### config.mk
export PLATFORM = sky130hd
export DESIGN_NAME = srad_receiver
export DESIGN_NICKNAME = d
export VERILOG_FILES = /design/src/hdl/srad_receiver.v
export VERILOG_INCLUDE_DIRS = /design/src /design/src/hdl
export SDC_FILE = /design/constraint.sdc
export NUM_CORES = 1
export LEC_CHECK = 0
export BUFFER_PORTS_ARGS = -buffer_cell sky130_fd_sc_hd__buf_2
export CAP_MARGIN = 20
export CORE_ASPECT_RATIO = 1.4
export CORE_MARGIN = 2
export CORE_UTILIZATION = 30
export CTS_BUF_LIST = sky130_fd_sc_hd__clkbuf_16
export CTS_CLUSTER_DIAMETER = 150
export CTS_CLUSTER_SIZE = 8
export DETAILED_ROUTE_END_ITERATION = 10
export GPL_ROUTABILITY_DRIVEN = 0
export PLACE_DENSITY = 0.45
export SKIP_CTS_REPAIR_TIMING = 1
export SYNTH_ARGS = -nofsm -noshare
export SYNTH_HDL_FRONTEND = slang
export SYNTH_SLANG_ARGS = --single-unit
### constraint.sdc
create_clock -name clk_i -period 3.4 [get_ports clk_i]
set_input_delay 1.02 -clock clk_i [delete_from_list [all_inputs] [get_ports clk_i]]
set_output_delay 1.02 -clock clk_i [all_outputs]
set_load 0.1 [all_outputs]
### src/hdl/srad_consts.vh
// Purpose: constants for the serial receiver with address detect
// Assumes: register byte address is four times the register index
// Notes:   definitions only
`ifndef SRAD_CONSTS_VH
`define SRAD_CONSTS_VH

// register indices (byte address = index * 4)
`define SRAD_IDX_INTERRUPT_FLAGS    8'h0C
`define SRAD_IDX_RECEIVE_CONTROL    8'h18
`define SRAD_IDX_RECEIVE_BUFFER     8'h1A
`define SRAD_IDX_INTERRUPT_ENABLES  8'h8C
`define SRAD_IDX_TRANSMIT_CONTROL   8'h98
`define SRAD_IDX_BAUD_DIVISOR       8'h99

// serial_receive_control fields
`define SRAD_RC_PORT_EN     7
`define SRAD_RC_NINE_BIT    6
`define SRAD_RC_SINGLE      5
`define SRAD_RC_CONT        4
`define SRAD_RC_ADDR_DET    3
`define SRAD_RC_FRAME_ERR   2
`define SRAD_RC_OVERRUN     1
`define SRAD_RC_NINTH       0

// serial_transmit_control fields
`define SRAD_TC_CLK_MASTER  7
`define SRAD_TC_TX_NINE     6
`define SRAD_TC_TX_EN       5
`define SRAD_TC_SYNC        4
`define SRAD_TC_HIGH_SPEED  2
`define SRAD_TC_SHIFT_EMPTY 1
`define SRAD_TC_TX_NINTH    0

// interrupt_flags / interrupt_enables field
`define SRAD_IF_RECEIVE     5

// reset values
`define SRAD_RST_BYTE       8'h00
`define SRAD_RST_TXCTL      8'h02
// transmit shift register empty: this block has no transmitter, so it always reads one
`define SRAD_RST_TXCTL_TRMT 1'b1

// oversampling: last of the sixteen ticks in a bit and the tick at mid start bit
`define SRAD_OVS_LAST       4'hF
`define SRAD_OVS_MID        4'h7

`endif

### src/hdl/srad_receiver.v
// Purpose: receive side of a serial port with nine-bit address detect
// Assumes: AHB-Lite slave, single whole-word transfers, pins synchronous to clk_i
// Notes:   transmitter datapath lives outside; it reports tx_active_i
//
// Operation
// - nine-bit option captures nine bits; ninth bit goes to status
// - address detect needs address-detect bit and nine-bit option both set
// - with detect active, flag raised and frame kept only if ninth bit is one
// - with detect active, data frames are dropped after stop: no load, no flag
// - a later frame overwrites an ignored frame in the shift register
// - address-detect bit ignored when nine-bit mode is off
// - detect inactive: every frame loaded, ninth bit passed unchanged
// - after software clears detect, frames load whatever their ninth bit
// - continuous reception starts when continuous-receive enable is set
// - clearing continuous-receive enable clears the overrun error
// - receive flag set on completion; interrupt only when enabled
// - address detect works async and sync; sync starts by either enable
// - high-speed bit picks faster async scaling; divisor sets bit rate
// - mode bit set selects synchronous, clear selects asynchronous
// - port enable assigns the pins to clock line and data line
// - in sync mode, clock-source bit makes device master driving the clock line
// - sync master is half duplex: receive and transmit exclude each other
// - two-entry buffer queue carries ninth bit and framing error
// - full queue at third stop sets overrun, drops frame, blocks loads
// - framing error set when stop bit sampled as zero
// - receive flag read-only, cleared when buffer read and empty
//
// Design decision made here: the AHB-Lite interface to the registers.
`timescale 1ns/1ps
`include "srad_consts.vh"

module srad_receiver
(
  input  wire        clk_i,
  input  wire        srst_i,
  input  wire        hsel_i,
  input  wire [31:0] haddr_i,
  input  wire [1:0]  htrans_i,
  input  wire        hwrite_i,
  input  wire [2:0]  hsize_i,
  input  wire        hready_i,
  input  wire [31:0] hwdata_i,
  output wire [31:0] hrdata_o,
  output wire        hreadyout_o,
  output wire        hresp_o,
  input  wire        serial_clock_line_i,
  output wire        serial_clock_line_o,
  output wire        serial_clock_line_oe_o,
  input  wire        serial_data_line_i,
  output wire        serial_data_line_o,
  output wire        serial_data_line_oe_o,
  input  wire        tx_active_i,
  output wire        rx_active_o,
  output wire        rx_irq_o
);

  localparam [1:0] S_IDLE  = 2'd0;
  localparam [1:0] S_START = 2'd1;
  localparam [1:0] S_DATA  = 2'd2;
  localparam [1:0] S_STOP  = 2'd3;

  // divider reload: sync 2(n+1), async fast (n+1), async slow 4(n+1) per x16 tick
  function [9:0] brg_limit;
    input       sync;
    input       high_speed;
    input [7:0] div;
    begin
      if (sync)
        brg_limit = {1'b0, div, 1'b1};
      else if (high_speed)
        brg_limit = {2'b00, div};
      else
        brg_limit = {div, 2'b11};
    end
  endfunction

  // control registers
  reg        port_en_q, nine_bit_q, single_q, cont_q, addr_det_q, overrun_error_q;
  reg        clk_master_q, tx_nine_q, tx_en_q, sync_q, high_speed_q, tx_ninth_q;
  reg [7:0]  irq_en_q;
  reg [7:0]  baud_div_q;

  // receive buffer queue: {framing error, ninth bit, byte}
  reg [9:0]  fifo_q [0:1];
  reg        rd_ptr_q;
  reg [1:0]  cnt_q;

  // receiver
  reg [1:0]  st_q;
  reg [3:0]  tcnt_q;
  reg [3:0]  bcnt_q;
  reg [8:0]  rsr_q;
  reg        dt_prev_q;
  reg        ck_prev_q;
  reg        sck_q;
  reg [9:0]  brg_cnt_q;

  // bus
  reg        wr_q;
  reg [7:0]  widx_q;
  reg [31:0] hrdata_q;

  wire       rx_enabled, rx_run, brg_hit, tick, sync_master, samp, last_bit, addr_active;
  wire       acc, rd_acc, mapped, pop, push;
  wire [3:0] last_idx;
  wire [7:0] ridx;
  wire [9:0] head;

  reg        done;
  reg [8:0]  frame;
  reg        frame_framing_error;
  reg        accept;

  assign sync_master = sync_q & clk_master_q;
  // sync may be started by either enable; async only by continuous enable
  assign rx_enabled  = port_en_q & (sync_q ? (cont_q | single_q) : cont_q);
  assign rx_run      = rx_enabled & ~(sync_master & tx_active_i);
  assign rx_active_o = port_en_q & sync_master & (cont_q | single_q);

  assign brg_hit = (brg_cnt_q == brg_limit(sync_q, high_speed_q, baud_div_q));
  assign tick    = brg_hit & ~sync_q;

  // sync sampling on the falling edge of the line clock
  assign samp = sync_q & rx_run &
                (sync_master ? (sck_q & brg_hit) : (ck_prev_q & ~serial_clock_line_i));

  assign last_idx    = nine_bit_q ? 4'd8 : 4'd7;
  assign last_bit    = (bcnt_q == last_idx);
  assign addr_active = addr_det_q & nine_bit_q;

  // pins: clock line driven only as sync master; data line is never driven here
  assign serial_clock_line_o    = sck_q;
  assign serial_clock_line_oe_o = port_en_q & sync_master;
  assign serial_data_line_o     = 1'b0;
  assign serial_data_line_oe_o  = 1'b0;

  // frame completion and filter
  always @*
  begin
    done       = 1'b0;
    frame      = rsr_q;
    frame_framing_error = 1'b0;
    if (samp && last_bit)
    begin
      done  = 1'b1;
      frame[bcnt_q] = serial_data_line_i;
    end
    else if (!sync_q && rx_run && st_q == S_STOP && tick && tcnt_q == `SRAD_OVS_LAST)
    begin
      done       = 1'b1;
      frame_framing_error = ~serial_data_line_i;
    end
    if (!nine_bit_q)
      frame[8] = 1'b0;
    // only address frames pass while detect is active
    accept = ~addr_active | frame[8];
  end

  assign head = fifo_q[rd_ptr_q];
  assign pop  = rd_acc & (ridx == `SRAD_IDX_RECEIVE_BUFFER) & (cnt_q != 2'd0);
  // loads inhibited while overrun stands
  assign push = done & accept & ~overrun_error_q & ((cnt_q != 2'd2) | pop);

  // receive queue
  always @(posedge clk_i)
  begin
    if (srst_i)
    begin
      fifo_q[0] <= 10'h000;
      fifo_q[1] <= 10'h000;
      rd_ptr_q  <= 1'b0;
      cnt_q     <= 2'd0;
    end
    else
    begin
      if (push)
        fifo_q[rd_ptr_q ^ cnt_q[0] ^ pop] <= {frame_framing_error, frame};
      if (pop)
        rd_ptr_q <= ~rd_ptr_q;
      if (push && !pop)
        cnt_q <= cnt_q + 2'd1;
      else if (pop && !push)
        cnt_q <= cnt_q - 2'd1;
    end
  end

  // receiver state machine, baud divider and master clock
  always @(posedge clk_i)
  begin
    if (srst_i)
    begin
      st_q      <= S_IDLE;
      tcnt_q    <= 4'h0;
      bcnt_q    <= 4'h0;
      rsr_q     <= 9'h000;
      dt_prev_q <= 1'b1;
      ck_prev_q <= 1'b0;
      sck_q     <= 1'b0;
      brg_cnt_q <= 10'h000;
    end
    else
    begin
      dt_prev_q <= serial_data_line_i;
      ck_prev_q <= serial_clock_line_i;
      if (!rx_run)
      begin
        // divider held in reset while reception is off
        st_q      <= S_IDLE;
        tcnt_q    <= 4'h0;
        bcnt_q    <= 4'h0;
        sck_q     <= 1'b0;
        brg_cnt_q <= 10'h000;
      end
      else
      begin
        brg_cnt_q <= brg_hit ? 10'h000 : brg_cnt_q + 10'h001;
        if (sync_q)
        begin
          if (sync_master && brg_hit)
            sck_q <= ~sck_q;
          if (samp)
          begin
            rsr_q[bcnt_q] <= serial_data_line_i;
            bcnt_q        <= last_bit ? 4'h0 : bcnt_q + 4'h1;
          end
        end
        else
        begin
          case (st_q)
            S_IDLE:
            begin
              if (dt_prev_q && !serial_data_line_i)
              begin
                st_q      <= S_START;
                tcnt_q    <= 4'h0;
                brg_cnt_q <= 10'h000;
              end
            end
            S_START:
            begin
              if (tick)
              begin
                tcnt_q <= tcnt_q + 4'h1;
                if (tcnt_q == `SRAD_OVS_MID)
                begin
                  // a glitch that is high again at mid start is not a frame
                  st_q   <= serial_data_line_i ? S_IDLE : S_DATA;
                  tcnt_q <= 4'h0;
                  bcnt_q <= 4'h0;
                end
              end
            end
            S_DATA:
            begin
              if (tick)
              begin
                tcnt_q <= tcnt_q + 4'h1;
                if (tcnt_q == `SRAD_OVS_LAST)
                begin
                  rsr_q[bcnt_q] <= serial_data_line_i;
                  bcnt_q        <= bcnt_q + 4'h1;
                  if (last_bit)
                    st_q <= S_STOP;
                end
              end
            end
            S_STOP:
            begin
              if (tick)
              begin
                tcnt_q <= tcnt_q + 4'h1;
                if (tcnt_q == `SRAD_OVS_LAST)
                  st_q <= S_IDLE;
              end
            end
            default:
              st_q <= S_IDLE;
          endcase
        end
      end
    end
  end

  // bus slave: zero wait states, read data registered at the address phase
  assign acc    = hsel_i & hready_i & htrans_i[1];
  assign rd_acc = acc & ~hwrite_i;
  assign mapped = (haddr_i[31:10] == 22'h000000);
  assign ridx   = haddr_i[9:2];

  always @(posedge clk_i)
  begin
    if (srst_i)
    begin
      wr_q     <= 1'b0;
      widx_q   <= 8'h00;
      hrdata_q <= 32'h00000000;
    end
    else
    begin
      wr_q   <= acc & hwrite_i & mapped;
      widx_q <= ridx;
      if (rd_acc)
      begin
        hrdata_q <= 32'h00000000;
        if (mapped)
        begin
          case (ridx)
            `SRAD_IDX_INTERRUPT_FLAGS:
              hrdata_q[`SRAD_IF_RECEIVE] <= (cnt_q != 2'd0);
            `SRAD_IDX_RECEIVE_CONTROL:
              hrdata_q[7:0] <= {port_en_q, nine_bit_q, single_q, cont_q,
                                addr_det_q, head[9], overrun_error_q, head[8]};
            `SRAD_IDX_RECEIVE_BUFFER:
              hrdata_q[7:0] <= head[7:0];
            `SRAD_IDX_INTERRUPT_ENABLES:
              hrdata_q[7:0] <= irq_en_q;
            `SRAD_IDX_TRANSMIT_CONTROL:
              hrdata_q[7:0] <= {clk_master_q, tx_nine_q, tx_en_q, sync_q, 1'b0,
                                high_speed_q, `SRAD_RST_TXCTL_TRMT, tx_ninth_q};
            `SRAD_IDX_BAUD_DIVISOR:
              hrdata_q[7:0] <= baud_div_q;
            default:
              hrdata_q <= 32'h00000000;
          endcase
        end
      end
    end
  end

  // software-visible control registers
  always @(posedge clk_i)
  begin
    if (srst_i)
    begin
      {port_en_q, nine_bit_q, single_q, cont_q, addr_det_q} <= 5'h00;
      {clk_master_q, tx_nine_q, tx_en_q, sync_q}           <= 4'h0;
      high_speed_q <= 1'b0;
      tx_ninth_q   <= 1'b0;
      irq_en_q     <= `SRAD_RST_BYTE;
      baud_div_q   <= `SRAD_RST_BYTE;
      overrun_error_q       <= 1'b0;
    end
    else
    begin
      if (done && accept && !overrun_error_q && cnt_q == 2'd2 && !pop)
        overrun_error_q <= 1'b1;
      else if (!cont_q)
        overrun_error_q <= 1'b0;
      // single receive ends itself after one sync word
      if (samp && last_bit && !cont_q)
        single_q <= 1'b0;
      if (wr_q)
      begin
        case (widx_q)
          `SRAD_IDX_RECEIVE_CONTROL:
          begin
            port_en_q  <= hwdata_i[`SRAD_RC_PORT_EN];
            nine_bit_q <= hwdata_i[`SRAD_RC_NINE_BIT];
            single_q   <= hwdata_i[`SRAD_RC_SINGLE];
            cont_q     <= hwdata_i[`SRAD_RC_CONT];
            addr_det_q <= hwdata_i[`SRAD_RC_ADDR_DET];
          end
          `SRAD_IDX_INTERRUPT_ENABLES:
            irq_en_q <= hwdata_i[7:0];
          `SRAD_IDX_TRANSMIT_CONTROL:
          begin
            clk_master_q <= hwdata_i[`SRAD_TC_CLK_MASTER];
            tx_nine_q    <= hwdata_i[`SRAD_TC_TX_NINE];
            tx_en_q      <= hwdata_i[`SRAD_TC_TX_EN];
            sync_q       <= hwdata_i[`SRAD_TC_SYNC];
            high_speed_q <= hwdata_i[`SRAD_TC_HIGH_SPEED];
            tx_ninth_q   <= hwdata_i[`SRAD_TC_TX_NINTH];
          end
          `SRAD_IDX_BAUD_DIVISOR:
            baud_div_q <= hwdata_i[7:0];
          default:
            baud_div_q <= baud_div_q;
        endcase
      end
    end
  end

  assign rx_irq_o    = (cnt_q != 2'd0) & irq_en_q[`SRAD_IF_RECEIVE];
  assign hrdata_o    = hrdata_q;
  assign hreadyout_o = 1'b1;
  assign hresp_o     = 1'b0;

endmodule

Word-level counts from Yosys, hierarchy flattened
Memory sizes are Yosys's and may differ from the RTL's. A register that Yosys moved wholly into a read port is not among the register bits. Index checks and enable logic that the tools add are counted.

$add $sub $neg: 5. Magnitude comparators: 2. Equality and inequality tests: 34. Mux-type cells: 67. Bitwise operators: 38. Reductions and logical operators: 41.

Operator list (count): 10-bit 2-to-1 mux (7); 9-bit 2-to-1 mux (6); 8-bit == test (second input constant) (6); 4-bit 2-to-1 mux (12); 5-bit case mux with 5 select lines (1); 8-bit by 5-bit == test with 1-bit output (second input constant) (3); 1-bit bitwise AND (23); 22-bit logical NOT (1); 1-bit 2-to-1 mux (22); 2-bit 2-to-1 mux (11); 2-bit inequality test (second input constant) (8); 1-bit logical AND (15); 3-bit inequality test (second input constant) (4); 4-bit case mux with 3 select lines (1); 10-bit by 1-bit adder with 10-bit output (second input constant) (1); 10-bit == test (1); 1-bit NOT (10); 2-bit case mux with 5 select lines (1); 2-bit AND reduction (5); 2-bit nonzero test (5); 10-bit OR reduction (1); 9-bit bitwise mux (1); 9-bit AND reduction (1); 4-bit by 1-bit adder with 4-bit output (second input constant) (2); other kinds (25) (39).

Flip-flop bits (word level): 104. Bits in writable memories: 20. Bits of input ports: 77. Output and inout port bits: 40. Word-level logic and storage cells: 215. Memories: 1.

Memory list: fifo_q (words 2, width 10, read ports 1, clocked after Yosys merged registers in 1, write ports 2, RTL line srad_receiver.v:84) `reg [9:0] fifo_q [0:1];`.

Depth between registers and ports, before layout
Depth after elaboration: 18. Depth in mapped cells: 13. Depth with buffers taken out: 12.

Worst setup path before layout
Ideal clock, no wire load.

Kind: reg2out. From: register sync_q. To: output rx_active_o. Data arrival time: 2.657 ns. Required time: 2.380 ns. Path slack: -0.277 ns. Cell stages (with the launch flop): 6. Path buffers: 3. Path through: dfxtp_1 -> buf_4 -> buf_2 -> clkbuf_1 -> and3_1 -> o21a_1.

Word-level cells in the longest chain between the ends: 3.

RTL lines: start, declared (RTL line srad_receiver.v:79) `reg clk_master_q, tx_nine_q, tx_en_q, sync_q, high_speed_q, tx_ninth_q;`; start signal, assigned (RTL line srad_receiver.v:370) `` sync_q <= hwdata_i[`SRAD_TC_SYNC]; ``; 1-bit bitwise AND (RTL line srad_receiver.v:114) `assign sync_master = sync_q & clk_master_q;`; 1-bit bitwise AND; net serial_clock_line_oe_o (RTL line srad_receiver.v:48) `output wire serial_clock_line_oe_o,`; 1-bit bitwise AND (RTL line srad_receiver.v:118) `assign rx_active_o = port_en_q & sync_master & (cont_q | single_q);`; end, declared (RTL line srad_receiver.v:53) `output wire rx_active_o,`.

The timed path passes the listed nets, and every way through them passes these cells.

Worst setup path after layout
From: register bcnt_q[0]. To: register cnt_q[1].

Word-level cells in the longest chain between the ends: 14. Elaborated cells between the ends (all ways): 20. Those cells by class: order compare: 2; eq/ne: 1; mux: 7; bitwise: 4; reduce/logical: 6.

RTL lines: start, declared (RTL line srad_receiver.v:91) `reg [3:0] bcnt_q;`; start signal, assigned (RTL line srad_receiver.v:224) `bcnt_q <= last_bit ? 4'h0 : bcnt_q + 4'h1;`; start signal, assigned (RTL line srad_receiver.v:261) `bcnt_q <= bcnt_q + 4'h1;`; 4-bit by 5-bit < comparator with 1-bit output (implied by the code) or 4-bit by 1-bit greater-or-equal comparator with 1-bit output (tied branches) (RTL line srad_receiver.v:146) `frame[bcnt_q] = serial_data_line_i;`; 1-bit logical AND (implied by the code) (RTL line srad_receiver.v:146); 1-bit 2-to-1 mux (implied by the code) (RTL line srad_receiver.v:146); 1-bit demux with 4-bit select (RTL line srad_receiver.v:146); 9-bit bitwise mux (RTL line srad_receiver.v:146); 9-bit 2-to-1 mux (RTL line srad_receiver.v:143) `if (samp && last_bit)`; 1-bit 2-to-1 mux (RTL line srad_receiver.v:153) `if (!nine_bit_q)`; 1-bit OR (RTL line srad_receiver.v:156) `accept = ~addr_active | frame[8];`; 1-bit bitwise AND * (3 in a row) (RTL line srad_receiver.v:162) `assign push = done & accept & ~overrun_error_q & ((cnt_q != 2'd2) | pop);`; 1-bit logical NOT (RTL line srad_receiver.v:182) `else if (pop && !push)`; 1-bit logical AND (RTL line srad_receiver.v:182); 2-bit nonzero test (no line); end signal, assigned (RTL line srad_receiver.v:181) `cnt_q <= cnt_q + 2'd1;`; end signal, assigned (RTL line srad_receiver.v:183) `cnt_q <= cnt_q - 2'd1;`; end, declared (RTL line srad_receiver.v:86) `reg [1:0] cnt_q;`.

Every way passes the cells marked *; elsewhere a longest branch is shown, timed or not. A chain may end at the register's enable or synchronous reset.

==> out/metrics.cfg <==
[synthesis]
synth_edf_count=20
yosysSeqAreaShare_pct=39.47
ys_warn_count=0
synth_xor_area_share_pct=3.111
yosys-top-cells-count=dfxtp_1 (81), nor2_1 (64), mux2i_1 (49)
synth.area.top_cells=dfxtp_1 (29%), edfxtp_1 (11%), mux2i_1 (8.7%), nor2_1 (4.3%), buf_4 (3.9%)
synth_top_cell_by_area=dfxtp_1
synth_compound_area_share_pct=13.62
synth.avg_cell_area_sq_um=8.923
synth_top_family_by_area=simple AND/OR/NAND/NOR gates
yosysMostFrequentCell=dfxtp_1
ys_seq_elements=101
netlist_area_sq_um=5630
async_flop_share_pct=0
synth_cell_types=62
synth.area.mux_share_pct=10.91
synthFlopType=dfxtp_1
synth_fa_ha_area_share_pct=1.556
synth_cells=631
yosys.area_share.simple_pct=24.38
synth_top_area_share_pct=28.80

[clocking]
cts_tree=yes
ctsLongestPathBuffers=2
cts_root_buf=clkbuf_16
cts_sinks=101
htreeDepth=3
cts_made_buffers=9
clkTransAtPathRegs_ns=0.08
insertion_delay_ns=0.35

[setup_path]
crit_type=reg2reg
worstPathMaxFanout=8
arrival_ns=3.40
r2r_cells=12
end_kind=flop
required_ns=3.68
cp-start-kind=flop

[worst_hold_path]
hold_class=reg2reg
holdPathStages=2

[pwr]
power.total_mw=2.499
ir_drop_mv=0.2307
power_density_nw_per_um2=385.6
p_leak_nw=2.487

[global_routing]
track_usage_pct=15.25
gr-total-overflow=0
first_global_vias=4531
grt_max_degree=43
antenna_found_initial=0
grt_pass1_wl_um=24200

[placed_design]
port_buffers=58
dp_hpwl_um=11500
place_ws_ns=0.2333

[sta]
timing.fmax_mhz=320.2
fin_crit_ns=3.123
setup_violations=0
hold_viol=0
finClkSkew_ns=0.007674
tns_ns=0
rsz0062_at_grt=no
worst_pin_slew_ns=0.9186
slew_headroom_pct=38.42
slew_violations=0
fin_crit_sh_pct=91.87
setup_ws_ns=0.2765

[drt]
drt-pass1-iter-count=4
routedWlPerCell_um=16.06
drc=0
via_per_inst=4.947
drtIter0Drc=335
vias=4655
wl_um=15110
ant_nets=0

[die]
ios=117
design.die.area_sq_um=19900
die_x_um=119.8
start_util_pct=30.39
core_area_sq_um=18530
rows=59
die_h_um=166.1

[final_layout]
antenna_cells=0
layout.nets=776
area_delta_synth_final_pct=15.09
drive_above_1_share_pct=16.50

[run]
drv_cap=0

[outcome]
status=complete, no violations

## where the power goes
part | internal (mW) | switching (mW) | leakage [nW]
clock network | 0.517 | 0.503 | 0.145
registers | 1.24 | 0.00544 | 0.845
logic | 0.0451 | 0.192 | 1.50
## flip-flops by register name, indices dropped and copies added, names as in the netlist, 2 cells and up, named ones only
name and cells:
bcnt_q 4, irq_en_q 8, hrdata_o 8, widx_q 8, baud_div_q 8, brg_cnt_q 10
rsr_q 9, tcnt_q 4, cnt_q 2, fifo_q 20
## metal layers
metal	wire [um]	GRT usage, %	vias up
met5	0	0	-
met4	329	5.627	0
met3	318	1.889	17
met2	7932	27.63	69
met1	6532	18.24	2231
li1	-	-	2338
## logic make-up (layout without fill, tap and decap cells)
| group | after synthesis | in the layout |
|---|---|---|
| AOI/OAI and AO/OA | 115 | 115 |
| xor gates and xnor gates | 20 | 20 |
| adders and majority gates | 7 | 7 |
| buffers and inverters | 70 | 110 |
| DFF | 101 | 101 |
| muxes | 58 | 58 |
| other | 2 | 28 |
| and+or+nand+nor | 258 | 258 |
## stage by stage
stage	util [%]	cell area, sq um	cells	hold slack, ns
final	34.97	6480	941	0.4849
after global routing	34.97	6480	941	0.5117
after global placement	33.39	6187	925	0.4636
after floorplan	-	5731	657	0.4453
after CTS	34.97	6480	941	0.4895
after detailed placement	33.39	6187	925	0.4792
## final timing paths
| kind | start | end | slack, ns |
|---|---|---|---|
| setup / recovery | bcnt_q[0] | cnt_q[1] | 0.28 |
| hold / removal | rsr_q[4] | rsr_q[4] | 0.48 |
| setup reg to reg | bcnt_q[0] | cnt_q[1] | 0.28 |
| hold reg to reg | rsr_q[4] | rsr_q[4] | 0.48 |
## critical path, stage by stage (launching register included)
cell,delay [ns]
dfxtp_1,0.47
inv_1,0.12
ha_1,0.32
nand3b_1,0.16
mux2i_1,0.32
a31oi_1,0.16
a32o_1,0.23
a31oi_1,0.37
nor2b_1,0.10
ha_1,0.20
xor2_1,0.15
or3_1,0.31
a21oi_1,0.15
## final cells by class
cell class / count / area (sq um)
inverters: 10 / 37.54
flip-flops and latches: 101 / 2222
multi-input cells: 486 / 3124
well taps: 244 / 305.3
clock inverters: 7 / 67.56
repair buffers: 84 / 498.0
fillers: 1932 / 12050
clock buffers: 9 / 225.2
## layout by cell type (no fill, tap or decap), drive strengths merged, types with 9 or more instances in the layout
cell type,count
conb,28
nand2b,17
buf,84
a22oi,14
a21oi,18
nand4,10
edfxtp,20
xor2,11
a31oi,13
o21ai,25
and2,16
nand3,27
nor2b,20
nor3,11
nand2,44
mux2i,49
nor2,64
xnor2,9
inv,14
dfxtp,81
and3,9
clkbuf,9
Power figures use the tool's default switching activity.
